==> config.mk <==
export PLATFORM = sky130hd
export DESIGN_NAME = bifa_top
export DESIGN_NICKNAME = d
export VERILOG_FILES = /design/src/rtl/bifa_pkg.sv /design/src/rtl/bifa_in_filter.sv /design/src/rtl/bifa_top.sv
export SDC_FILE = /design/constraint.sdc
export NUM_CORES = 2
export LEC_CHECK = 0
export ABC_CLOCK_PERIOD_IN_PS = 17200
export BUFFER_PORTS_ARGS = -buffer_cell sky130_fd_sc_hd__buf_2
export CORE_MARGIN = 4
export CORE_UTILIZATION = 46
export CTS_BUF_LIST = sky130_fd_sc_hd__clkbuf_4 sky130_fd_sc_hd__clkbuf_8
export CTS_CLUSTER_DIAMETER = 200
export CTS_CLUSTER_SIZE = 16
export DETAILED_ROUTE_END_ITERATION = 12
export GPL_TIMING_DRIVEN = 0
export PLACE_DENSITY_LB_ADDON = 0.12
export SYNTH_ARGS = -nofsm -noshare
export SYNTH_HDL_FRONTEND = slang
export SYNTH_SLANG_ARGS = --single-unit
==> constraint.sdc <==
create_clock -name REF_CLK_IN -period 17.2 [get_ports REF_CLK_IN]
set_clock_uncertainty 0.1 [all_clocks]
set_input_delay 0 -clock REF_CLK_IN [delete_from_list [all_inputs] [get_ports REF_CLK_IN]]
set_output_delay 0 -clock REF_CLK_IN [all_outputs]
set_load 0.02 [all_outputs]
==> src/rtl/bifa_pkg.sv <==
/*
 * shared constants and types of the built-in i/o function allocator:
 * register offsets, field positions, reset values, pin positions, timing.
 * assumes a 50 MHz system clock.
 */
package bifa_pkg;

    // ========================================
    // register map (byte offsets)
    localparam logic [4:0] INCFG_OFS = 5'h00;
    localparam logic [4:0] HSCCFG_OFS = 5'h04;
    localparam logic [4:0] ORGCFG_OFS = 5'h08;
    localparam logic [4:0] OUTLVL_OFS = 5'h0C;
    localparam logic [4:0] PLSCTL_OFS = 5'h10;
    localparam logic [4:0] INSTATE_OFS = 5'h14;
    localparam logic [4:0] IRQST_OFS = 5'h18;
    localparam logic [4:0] IRQMSK_OFS = 5'h1C;

    // ========================================
    // field positions and reset values
    localparam int FILT_SEL_POS = 0;
    localparam int INT_EN_POS = 8;
    localparam int QUICK_EN_POS = 16;
    localparam int PLS_DIR_POS = 4;
    localparam logic [2:0] FILT_SEL_RST = 3'h5;
    localparam logic [31:0] INCFG_RST = 32'h00000005;

    // ========================================
    // timing: filter steps are multiples of half a millisecond
    localparam int CLK_PERIOD_NS = 20;
    localparam int HALF_MS_NS = 500000;
    localparam int HALF_MS_CYC = HALF_MS_NS / CLK_PERIOD_NS;

    // ========================================
    // pin positions inside the 24-bit input vector (word 1 starts at 12)
    localparam int N_IN = 24;
    localparam int N_HSC = 4;
    localparam int N_OUT = 8;
    localparam int W1_BASE = 12;

    typedef enum logic [1:0] {
        HSC_DIFF = 2'b00,
        HSC_PDIR = 2'b01,
        HSC_UPDN = 2'b10,
        HSC_INC = 2'b11
    } bifa_hsc_mode_t;

    typedef struct packed {
        logic en;
        logic zrst;
        bifa_hsc_mode_t mode;
    } bifa_hsc_cfg_t;

    typedef struct packed {
        logic [3:0] a;
        logic [3:0] b;
    } bifa_pulse_src_t;

    // phase pins of each counter
    function automatic int hsc_a_pin(input int k);
        case (k)
            0: return 8;
            1: return 6;
            2: return 4;
            default: return 10;
        endcase
    endfunction

    function automatic int hsc_z_pin(input int k);
        return (k == 3) ? W1_BASE : 3 - k;
    endfunction

    // interrupt/quick input i to pin: 0..3 on word 0, 4..7 on word 1
    function automatic int irq_pin(input int i);
        return (i < 4) ? i : W1_BASE + i - 4;
    endfunction

endpackage

==> src/rtl/bifa_in_filter.sv <==
/*
 * on/off response filter for one input bit: the output follows the input
 * only after it held a new level for more than the given cycle count.
 * assumes the input is synchronous to the clock.
 */
`timescale 1ns/100ps
`default_nettype none
module bifa_in_filter (
    input wire logic REF_CLK_IN,
    input wire logic SYS_RST_IN,
    input wire logic RAW_IN,
    input wire logic [21:0] LIMIT_IN,
    output logic FILT_OUT
);
    logic [21:0] cnt_reg;

    // ========================================
    // stability counter
    always_ff @(posedge REF_CLK_IN) begin
        if (SYS_RST_IN) begin
            cnt_reg <= 22'h000000;
            FILT_OUT <= 1'b0;
        end else if (RAW_IN == FILT_OUT) begin
            cnt_reg <= 22'h000000;
        end else if (cnt_reg >= LIMIT_IN) begin
            FILT_OUT <= RAW_IN;
            cnt_reg <= 22'h000000;
        end else begin
            cnt_reg <= cnt_reg + 22'h000001;
        end
    end
endmodule
`default_nettype wire

==> src/rtl/bifa_top.sv <==
/*
 * built-in i/o function allocator: routes the 24 input bits to plain,
 * counter, interrupt, quick-response and origin functions and the 8 output
 * bits to plain levels or pulse trains, configured over avalon-mm.
 * assumes pins and pulse engine signals are synchronous to REF_CLK_IN.
 */
`timescale 1ns/100ps
`default_nettype none
module bifa_top #(
    parameter int HALF_MS_CYCLES = bifa_pkg::HALF_MS_CYC
) (
    input wire logic REF_CLK_IN,
    input wire logic SYS_RST_IN,
    input wire logic [4:0] AVS_ADDRESS_IN,
    input wire logic AVS_READ_IN,
    input wire logic AVS_WRITE_IN,
    input wire logic [31:0] AVS_WRITEDATA_IN,
    input wire logic [3:0] AVS_BYTEENABLE_IN,
    output logic [31:0] AVS_READDATA_OUT,
    output logic AVS_WAITREQUEST_OUT,
    input wire logic [23:0] IN_PINS_IN,
    input wire bifa_pkg::bifa_pulse_src_t PULSE_SRC_IN,
    output logic [7:0] OUT_PINS_OUT,
    output logic [3:0] HSC_A_OUT,
    output logic [3:0] HSC_B_OUT,
    output logic [3:0] HSC_Z_OUT,
    output logic [3:0] HSC_RST_OUT,
    output logic [7:0] ORIGIN_OUT,
    output logic [7:0] QUICK_OUT,
    output logic IRQ_OUT
);
    import bifa_pkg::*;

    logic [31:0] incfg_reg;
    logic [15:0] hsccfg_reg;
    logic [3:0] orgcfg_reg;
    logic [7:0] outlvl_reg;
    logic [7:0] plsctl_reg;
    logic [15:0] irqst_reg;
    logic [15:0] irqmsk_reg;
    logic [23:0] pins_prev_reg;
    logic [23:0] filt;
    logic [23:0] org_claim;
    logic [23:0] hsc_claim;
    logic [15:0] irq_set;
    logic [7:0] out_next;
    logic [21:0] filt_limit;
    logic wr_acc;
    logic acc_start;
    logic [31:0] rd_next;

    // byte-lane merge used for every writable register
    function automatic logic [31:0] be_merge(input logic [31:0] old,
                                             input logic [31:0] wd,
                                             input logic [3:0] be);
        logic [31:0] r;
        r = old;
        for (int i = 0; i < 4; i++) begin
            if (be[i]) begin
                r[8*i +: 8] = wd[8*i +: 8];
            end
        end
        return r;
    endfunction

    function automatic bifa_hsc_cfg_t hsc_cfg(input logic [15:0] c,
                                              input int k);
        return bifa_hsc_cfg_t'(c[4*k +: 4]);
    endfunction

    // ========================================
    // avalon slave: one wait cycle, then the access completes
    assign wr_acc = AVS_WRITE_IN & ~AVS_WAITREQUEST_OUT;
    assign acc_start = (AVS_READ_IN | AVS_WRITE_IN) & AVS_WAITREQUEST_OUT; // request in its wait cycle

    // waitrequest drops for one cycle per request
    always_ff @(posedge REF_CLK_IN) begin
        if (SYS_RST_IN) begin
            AVS_WAITREQUEST_OUT <= 1'b1;
        end else begin
            AVS_WAITREQUEST_OUT <= ~acc_start;
        end
    end

    // read mux, unmapped offsets read zero
    always_comb begin
        rd_next = 32'h00000000;
        case (AVS_ADDRESS_IN)
            INCFG_OFS: rd_next = incfg_reg;
            HSCCFG_OFS: rd_next = {16'h0000, hsccfg_reg};
            ORGCFG_OFS: rd_next = {28'h0000000, orgcfg_reg};
            OUTLVL_OFS: rd_next = {24'h000000, outlvl_reg};
            PLSCTL_OFS: rd_next = {24'h000000, plsctl_reg};
            INSTATE_OFS: rd_next = {8'h00, filt & ~(org_claim | hsc_claim)};
            IRQST_OFS: rd_next = {16'h0000, irqst_reg};
            IRQMSK_OFS: rd_next = {16'h0000, irqmsk_reg};
            default: rd_next = 32'h00000000;
        endcase
    end

    // read data register, loaded as the wait cycle ends
    always_ff @(posedge REF_CLK_IN) begin
        if (SYS_RST_IN) begin
            AVS_READDATA_OUT <= 32'h00000000;
        end else if (acc_start) begin
            AVS_READDATA_OUT <= rd_next;
        end
    end

    // ========================================
    // configuration registers
    always_ff @(posedge REF_CLK_IN) begin
        if (SYS_RST_IN) begin
            incfg_reg <= INCFG_RST;
            hsccfg_reg <= 16'h0000;
            orgcfg_reg <= 4'h0;
            outlvl_reg <= 8'h00;
            plsctl_reg <= 8'h00;
            irqmsk_reg <= 16'h0000;
        end else if (wr_acc) begin
            case (AVS_ADDRESS_IN)
                INCFG_OFS: incfg_reg <= be_merge(incfg_reg, AVS_WRITEDATA_IN,
                                                 AVS_BYTEENABLE_IN) & 32'h00FFFF07;
                HSCCFG_OFS: hsccfg_reg <= 16'(be_merge({16'h0000, hsccfg_reg},
                                  AVS_WRITEDATA_IN, AVS_BYTEENABLE_IN));
                ORGCFG_OFS: orgcfg_reg <= 4'(be_merge({28'h0000000, orgcfg_reg},
                                  AVS_WRITEDATA_IN, AVS_BYTEENABLE_IN));
                OUTLVL_OFS: outlvl_reg <= 8'(be_merge({24'h000000, outlvl_reg},
                                  AVS_WRITEDATA_IN, AVS_BYTEENABLE_IN));
                PLSCTL_OFS: plsctl_reg <= 8'(be_merge({24'h000000, plsctl_reg},
                                  AVS_WRITEDATA_IN, AVS_BYTEENABLE_IN));
                IRQMSK_OFS: irqmsk_reg <= 16'(be_merge({16'h0000, irqmsk_reg},
                                  AVS_WRITEDATA_IN, AVS_BYTEENABLE_IN));
                default: ;
            endcase
        end
    end

    // ========================================
    // response filters on every input bit
    always_comb begin
        filt_limit = 22'h000000;
        if (incfg_reg[FILT_SEL_POS +: 3] != 3'h0) begin
            filt_limit = 22'((32'h1 << (incfg_reg[FILT_SEL_POS +: 3] - 3'h1))
                             * HALF_MS_CYCLES);
        end
    end

    for (genvar g = 0; g < N_IN; g++) begin : g_filt
        bifa_in_filter u_filt (
            .REF_CLK_IN(REF_CLK_IN),
            .SYS_RST_IN(SYS_RST_IN),
            .RAW_IN(IN_PINS_IN[g]),
            .LIMIT_IN(filt_limit),
            .FILT_OUT(filt[g])
        );
    end

    // ========================================
    // pin ownership: origin search first, then counters
    always_comb begin
        org_claim = 24'h000000;
        hsc_claim = 24'h000000;
        for (int k = 0; k < 4; k++) begin
            if (orgcfg_reg[k]) begin
                org_claim[2*k + ((k >= 2) ? 8 : 0)] = 1'b1;
                org_claim[2*k + 1 + ((k >= 2) ? 8 : 0)] = 1'b1;
            end
        end
        for (int k = 0; k < N_HSC; k++) begin
            if (hsc_cfg(hsccfg_reg, k).en) begin
                hsc_claim[hsc_a_pin(k)] = 1'b1;
                hsc_claim[hsc_z_pin(k)] = 1'b1;
                if (hsc_cfg(hsccfg_reg, k).mode != HSC_INC) begin
                    hsc_claim[hsc_a_pin(k) + 1] = 1'b1;
                end
            end
        end
        hsc_claim = hsc_claim & ~org_claim;
    end

    // ========================================
    // counter phase routing
    always_ff @(posedge REF_CLK_IN) begin
        if (SYS_RST_IN) begin
            HSC_A_OUT <= 4'h0;
            HSC_B_OUT <= 4'h0;
            HSC_Z_OUT <= 4'h0;
            HSC_RST_OUT <= 4'h0;
        end else begin
            for (int k = 0; k < N_HSC; k++) begin
                HSC_A_OUT[k] <= IN_PINS_IN[hsc_a_pin(k)] & hsc_claim[hsc_a_pin(k)];
                HSC_B_OUT[k] <= IN_PINS_IN[hsc_a_pin(k) + 1]
                                & hsc_claim[hsc_a_pin(k) + 1];
                HSC_Z_OUT[k] <= IN_PINS_IN[hsc_z_pin(k)] & hsc_claim[hsc_z_pin(k)]
                                & ~hsc_cfg(hsccfg_reg, k).zrst;
                HSC_RST_OUT[k] <= IN_PINS_IN[hsc_z_pin(k)] & hsc_claim[hsc_z_pin(k)]
                                  & hsc_cfg(hsccfg_reg, k).zrst;
            end
        end
    end

    // origin and proximity inputs of each pulse output
    always_ff @(posedge REF_CLK_IN) begin
        if (SYS_RST_IN) begin
            ORIGIN_OUT <= 8'h00;
        end else begin
            ORIGIN_OUT <= {IN_PINS_IN[15:12] & org_claim[15:12],
                           IN_PINS_IN[3:0] & org_claim[3:0]};
        end
    end

    // ========================================
    // interrupt and quick-response events on rising edges
    always_comb begin
        irq_set = 16'h0000;
        for (int i = 0; i < 8; i++) begin
            if (~(org_claim[irq_pin(i)] | hsc_claim[irq_pin(i)])
                & IN_PINS_IN[irq_pin(i)] & ~pins_prev_reg[irq_pin(i)]) begin
                if (incfg_reg[INT_EN_POS + i]) begin
                    irq_set[i] = 1'b1;
                end else if (incfg_reg[QUICK_EN_POS + i]) begin
                    irq_set[8 + i] = 1'b1;
                end
            end
        end
    end

    // previous pin levels for edge detection
    always_ff @(posedge REF_CLK_IN) begin
        if (SYS_RST_IN) begin
            pins_prev_reg <= 24'h000000;
        end else begin
            pins_prev_reg <= IN_PINS_IN;
        end
    end

    // sticky status, write one to clear, a new event wins
    always_ff @(posedge REF_CLK_IN) begin
        if (SYS_RST_IN) begin
            irqst_reg <= 16'h0000;
        end else if (wr_acc && AVS_ADDRESS_IN == IRQST_OFS) begin
            irqst_reg <= (irqst_reg & ~16'(be_merge(32'h00000000, AVS_WRITEDATA_IN,
                          AVS_BYTEENABLE_IN))) | irq_set;
        end else begin
            irqst_reg <= irqst_reg | irq_set;
        end
    end

    // interrupt level and latched quick-response bits
    always_ff @(posedge REF_CLK_IN) begin
        if (SYS_RST_IN) begin
            IRQ_OUT <= 1'b0;
            QUICK_OUT <= 8'h00;
        end else begin
            IRQ_OUT <= |(irqst_reg & irqmsk_reg);
            QUICK_OUT <= irqst_reg[15:8];
        end
    end

    // ========================================
    // output bits: plain level unless a pulse output is running
    always_comb begin
        out_next = outlvl_reg;
        for (int k = 0; k < 4; k++) begin
            if (plsctl_reg[k]) begin
                if (!plsctl_reg[PLS_DIR_POS + k]) begin
                    out_next[2*k] = PULSE_SRC_IN.a[k];
                    out_next[2*k + 1] = PULSE_SRC_IN.b[k];
                end else if (k < 2) begin
                    out_next[k] = PULSE_SRC_IN.a[k];
                    out_next[k + 2] = PULSE_SRC_IN.b[k];
                end else begin
                    out_next[2*k] = PULSE_SRC_IN.a[k];
                    out_next[2*k + 1] = PULSE_SRC_IN.b[k];
                end
            end
        end
    end

    // registered output pins
    always_ff @(posedge REF_CLK_IN) begin
        if (SYS_RST_IN) begin
            OUT_PINS_OUT <= 8'h00;
        end else begin
            OUT_PINS_OUT <= out_next;
        end
    end
endmodule
`default_nettype wire

==> reports/qor.log <==
[setup_path] data arrival time of the critical path 9.03 ns
[power] power density over the cells 60.4 nW/um^2
[min_path] min-delay worst type in -> reg
[global_routing] initial antenna violation count 11
[cts] H-tree level count 2
[global_routing] via count of the first global-routing pass 31152
[floorplan] full die area 92600 sq um
[detailed_routing] number of vias per cell after detailed routing 5.47
[final_layout] number of nets at the end of the flow 5538
[floorplan] row count 108
[floorplan] floorplan die width 304 microns
[global_routing] global-route wire length before repair 183 mm
[final_layout] fin cells 6072
[placed_design] DP Wirelength 85.8 mm
[min_path] destination of the worst hold path g_filt[21].u_filt.FILT_OUT
[cts] number of clock sinks 713
[floorplan] core box area 86900 sq um
[cts] cts bufs inserted 50
[setup_path] worst reg2reg setup slack 8.70 ns
[global_routing] pin count of the biggest net entering global routing 25
[detailed_routing] number of nets with antenna violations after detailed routing 0
[setup_path] total buffers and inverters traversed by the critical path 8
[status] status finished, violations left
[setup_path] terminus of the critical flop-to-flop path g_filt[10].u_filt.cnt_reg[19]
[setup_path] R2R depth 29
[setup_path] category of the worst setup path capture point flop
[synthesis] total of flip-flops plus latches after synthesis 713
[cts] clock-pin slew of the registers on the worst-case setup and hold paths 0.11 ns
[synthesis] primary flip-flop cell chosen by synthesis mapping sky130_fd_sc_hd__dfxtp_1
[detailed_routing] Initial DRC Count 2255
[cts] clock tree root buffer cell sky130_fd_sc_hd__clkbuf_8
[final_layout] layout cell share with drive strength beyond 1 5.24%
[timing] Final setup violation count 0
[final_layout] area added between synthesis and finish 10.5%
[cts] CTS tree done
[global_routing] gr usage total 25.1%
[floorplan] effective utilization at floorplan 46.5%
[cts] Worst-Skew Late Latency 0.71 ns
[setup_path] most used cell, CP sky130_fd_sc_hd__ha_1
[synthesis] count of warnings emitted by yosys 0
[power] overall power of the completed layout 2690 uW
[placed_design] dpl ws 8.79 ns
[cts] buffers inserted by post-CTS timing repair 0
[detailed_routing] final wirelength 120 mm
[floorplan] I/O pin count 151
[setup_path] highest net fanout along the worst path 14
[cts] Max Buffers Root-to-Sink 3
[synthesis] distinct cell type count of the synthesized netlist 72
[placed_design] weighted congestion at the end of routability-driven global placement 0.942
[cts] number of instances resized during post-cts repair 0
[synthesis] mean cell area of the mapped netlist 8.76 sq um
[final_layout] commonest cells after routing, fill and taps aside sky130_fd_sc_hd__nor2_1 (872), sky130_fd_sc_hd__dfxtp_1 (713), sky130_fd_sc_hd__ha_1 (547)
[setup_path] largest stage delay on the critical path 0.79 ns
[floorplan] Die Y 304 microns
[timing] share of the clock period used by the worst path 49.4%
[timing] hold slack 0.0695 ns
[detailed_routing] detail-routed net length per standard cell 19.7 microns
[timing] RSZ-0062 raised after global routing false
[setup_path] critical path startpoint category flop
[synthesis] synthesized instance count 4608
[timing] Max-Slew Margin vs Limit -11.8%
[power] worst IR drop on VDD 0.0438 mV
[run] Max Cap Viol 1
[placed_design] number of cells after detailed placement 5919
[detailed_routing] # DRC 0
[timing] final hold viol count 0
[synthesis] count of flip-flops with a built-in enable after synthesis 0
[final_layout] most common library cell in the layout ignoring fill and taps sky130_fd_sc_hd__nor2_1
[timing] final worst slack 8.70 ns
[timing] total negative slack for setup checks 0 ns
[timing] transition time of the tightest slew-check pin 1.65 ns
[min_path] Cells on Worst Hold Path 4
[setup_path] crit-path leading delay family adder cells
[global_routing] GRT Residual Overflow 0
[synthesis] cell area after technology mapping 40400 sq um
[detailed_routing] count of vias placed by the detailed router 33240
[min_path] start point of the worst min-delay path IN_PINS_IN[21]
[setup_path] slowest CP cell sky130_fd_sc_hd__a2111oi_1
[timing] number of max-slew violations in the final report 3
[status] violated checks max-capacitance violations, max-slew violations
[setup_path] required time of the critical path 17.74 ns
[power] leakage power 0.0182 uW
[setup_path] worst setup path class reg -> reg
[synthesis] share of flip-flops with an asynchronous set or reset 0%
[setup_path] launch instance of the worst register-to-register path incfg_reg[0]
[timing] Peak Freq 0.118 GHz
[final_layout] max FFs per register 528
[timing] post-route minimum period 8.50 ns
[detailed_routing] first drt pass iteration count 5
[placed_design] buffers added on ports 130
[synthesis] register area share after synthesis 35.4%
[area by class of cell]
cell class	count	area, sq um
Antenna cell	8	20.0
Buffer	110	472
Clock buffer	53	729
Clock inverter	1	8.76
Fill cell	8388	42300
Inverter	173	649
Multi-Input combinational cell	3622	25100
Sequential cell	713	14300
Tap cell	1155	1450
Timing Repair Buffer	237	1890
[timing repair]
item                                   4_1_cts  5_1_grt
hold buffers                                91        0
endpoints found under the hold margin      327        0
setup endpoints to repair                    0        0
[worst max-delay path by stage]
stage | end | depth (start not counted) | startpoint | slack [ns]
floorplan | g_filt[5].u_filt.cnt_reg[10] | 30 | incfg_reg[0] | 10.26
global placement | g_filt[10].u_filt.cnt_reg[21] | 15 | incfg_reg[0] | 6.72
detailed placement | g_filt[10].u_filt.cnt_reg[19] | 29 | incfg_reg[0] | 8.79
CTS | g_filt[10].u_filt.cnt_reg[19] | 29 | incfg_reg[0] | 8.75
global route | g_filt[10].u_filt.cnt_reg[19] | 29 | incfg_reg[0] | 8.10
finish | g_filt[10].u_filt.cnt_reg[19] | 29 | incfg_reg[0] | 8.70
[cells by family (layout without fill, tap and decap cells)]
| logic type | count (synthesis) | count (layout) | synth area share, % |
|---|---|---|---|
| and+or+nand+nor | 1922 | 1922 | 22.3 |
| DFF | 713 | 713 | 35.4 |
| adders and majority gates | 554 | 554 | 17.3 |
| AOI/OAI and AO/OA | 521 | 521 | 8.56 |
| xor gates and xnor gates | 514 | 514 | 11.2 |
| buffers and inverters | 283 | 574 | 2.78 |
| muxes | 100 | 100 | 2.49 |
| other | 1 | 19 | 0.00929 |
[worst reg2reg max path: cells and delay by family, from the launching register on]
kind | cells | cell delay (ns)
compound gates | 6 | 2.16
xor+xnor | 2 | 0.40
fa+ha+maj | 8 | 2.47
buf+inv | 8 | 1.59
flops | 1 | 0.65
simple gates | 5 | 1.06
[layer usage]
layer	part of all wire (%)	GRT usage (%)	up-vias
met3	6.6	5.11	163
met1	48	36.0	15707
met4	2.5	5.89	8
li1	-	-	16602
met2	43	38.8	760
met5	0.039	0.155	-
[synthesized netlist by cell type (all sizes together) (44+ instances only)]
cell	n	area (sq um)
dfxtp	713	14300
and3	110	688
nor2b	54	338
a21o	76	571
xnor2	215	1880
inv	173	649
o21ai	82	410
mux2i	98	981
xor2	299	2620
a22oi	44	330
ha	547	6840
nor3	48	245
nand3	217	1090
a21oi	134	671
nor2	872	3270
clkbuf	86	323
nand2	283	1060
nand4	165	1030
[through the flow]
stage,utilization [%],area (sq um)
global route,51.3,44600
floorplan,-,40400
CTS,51.3,44600
finish,51.3,44600
global placement,48.9,42500
detailed placement,49.4,42900
[power by group]
| group | internal (uW) | switching, uW | leakage (uW) | total [uW] |
|---|---|---|---|---|
| sequential | 1660 | 7.46 | 0.00575 | 1660 |
| clock | 277 | 569 | 0.000386 | 846 |
| combinational | 60.2 | 124 | 0.0120 | 184 |
| total | 1990 | 701 | 0.0182 | 2690 |
Note: power is estimated with default switching activity, not from simulation.
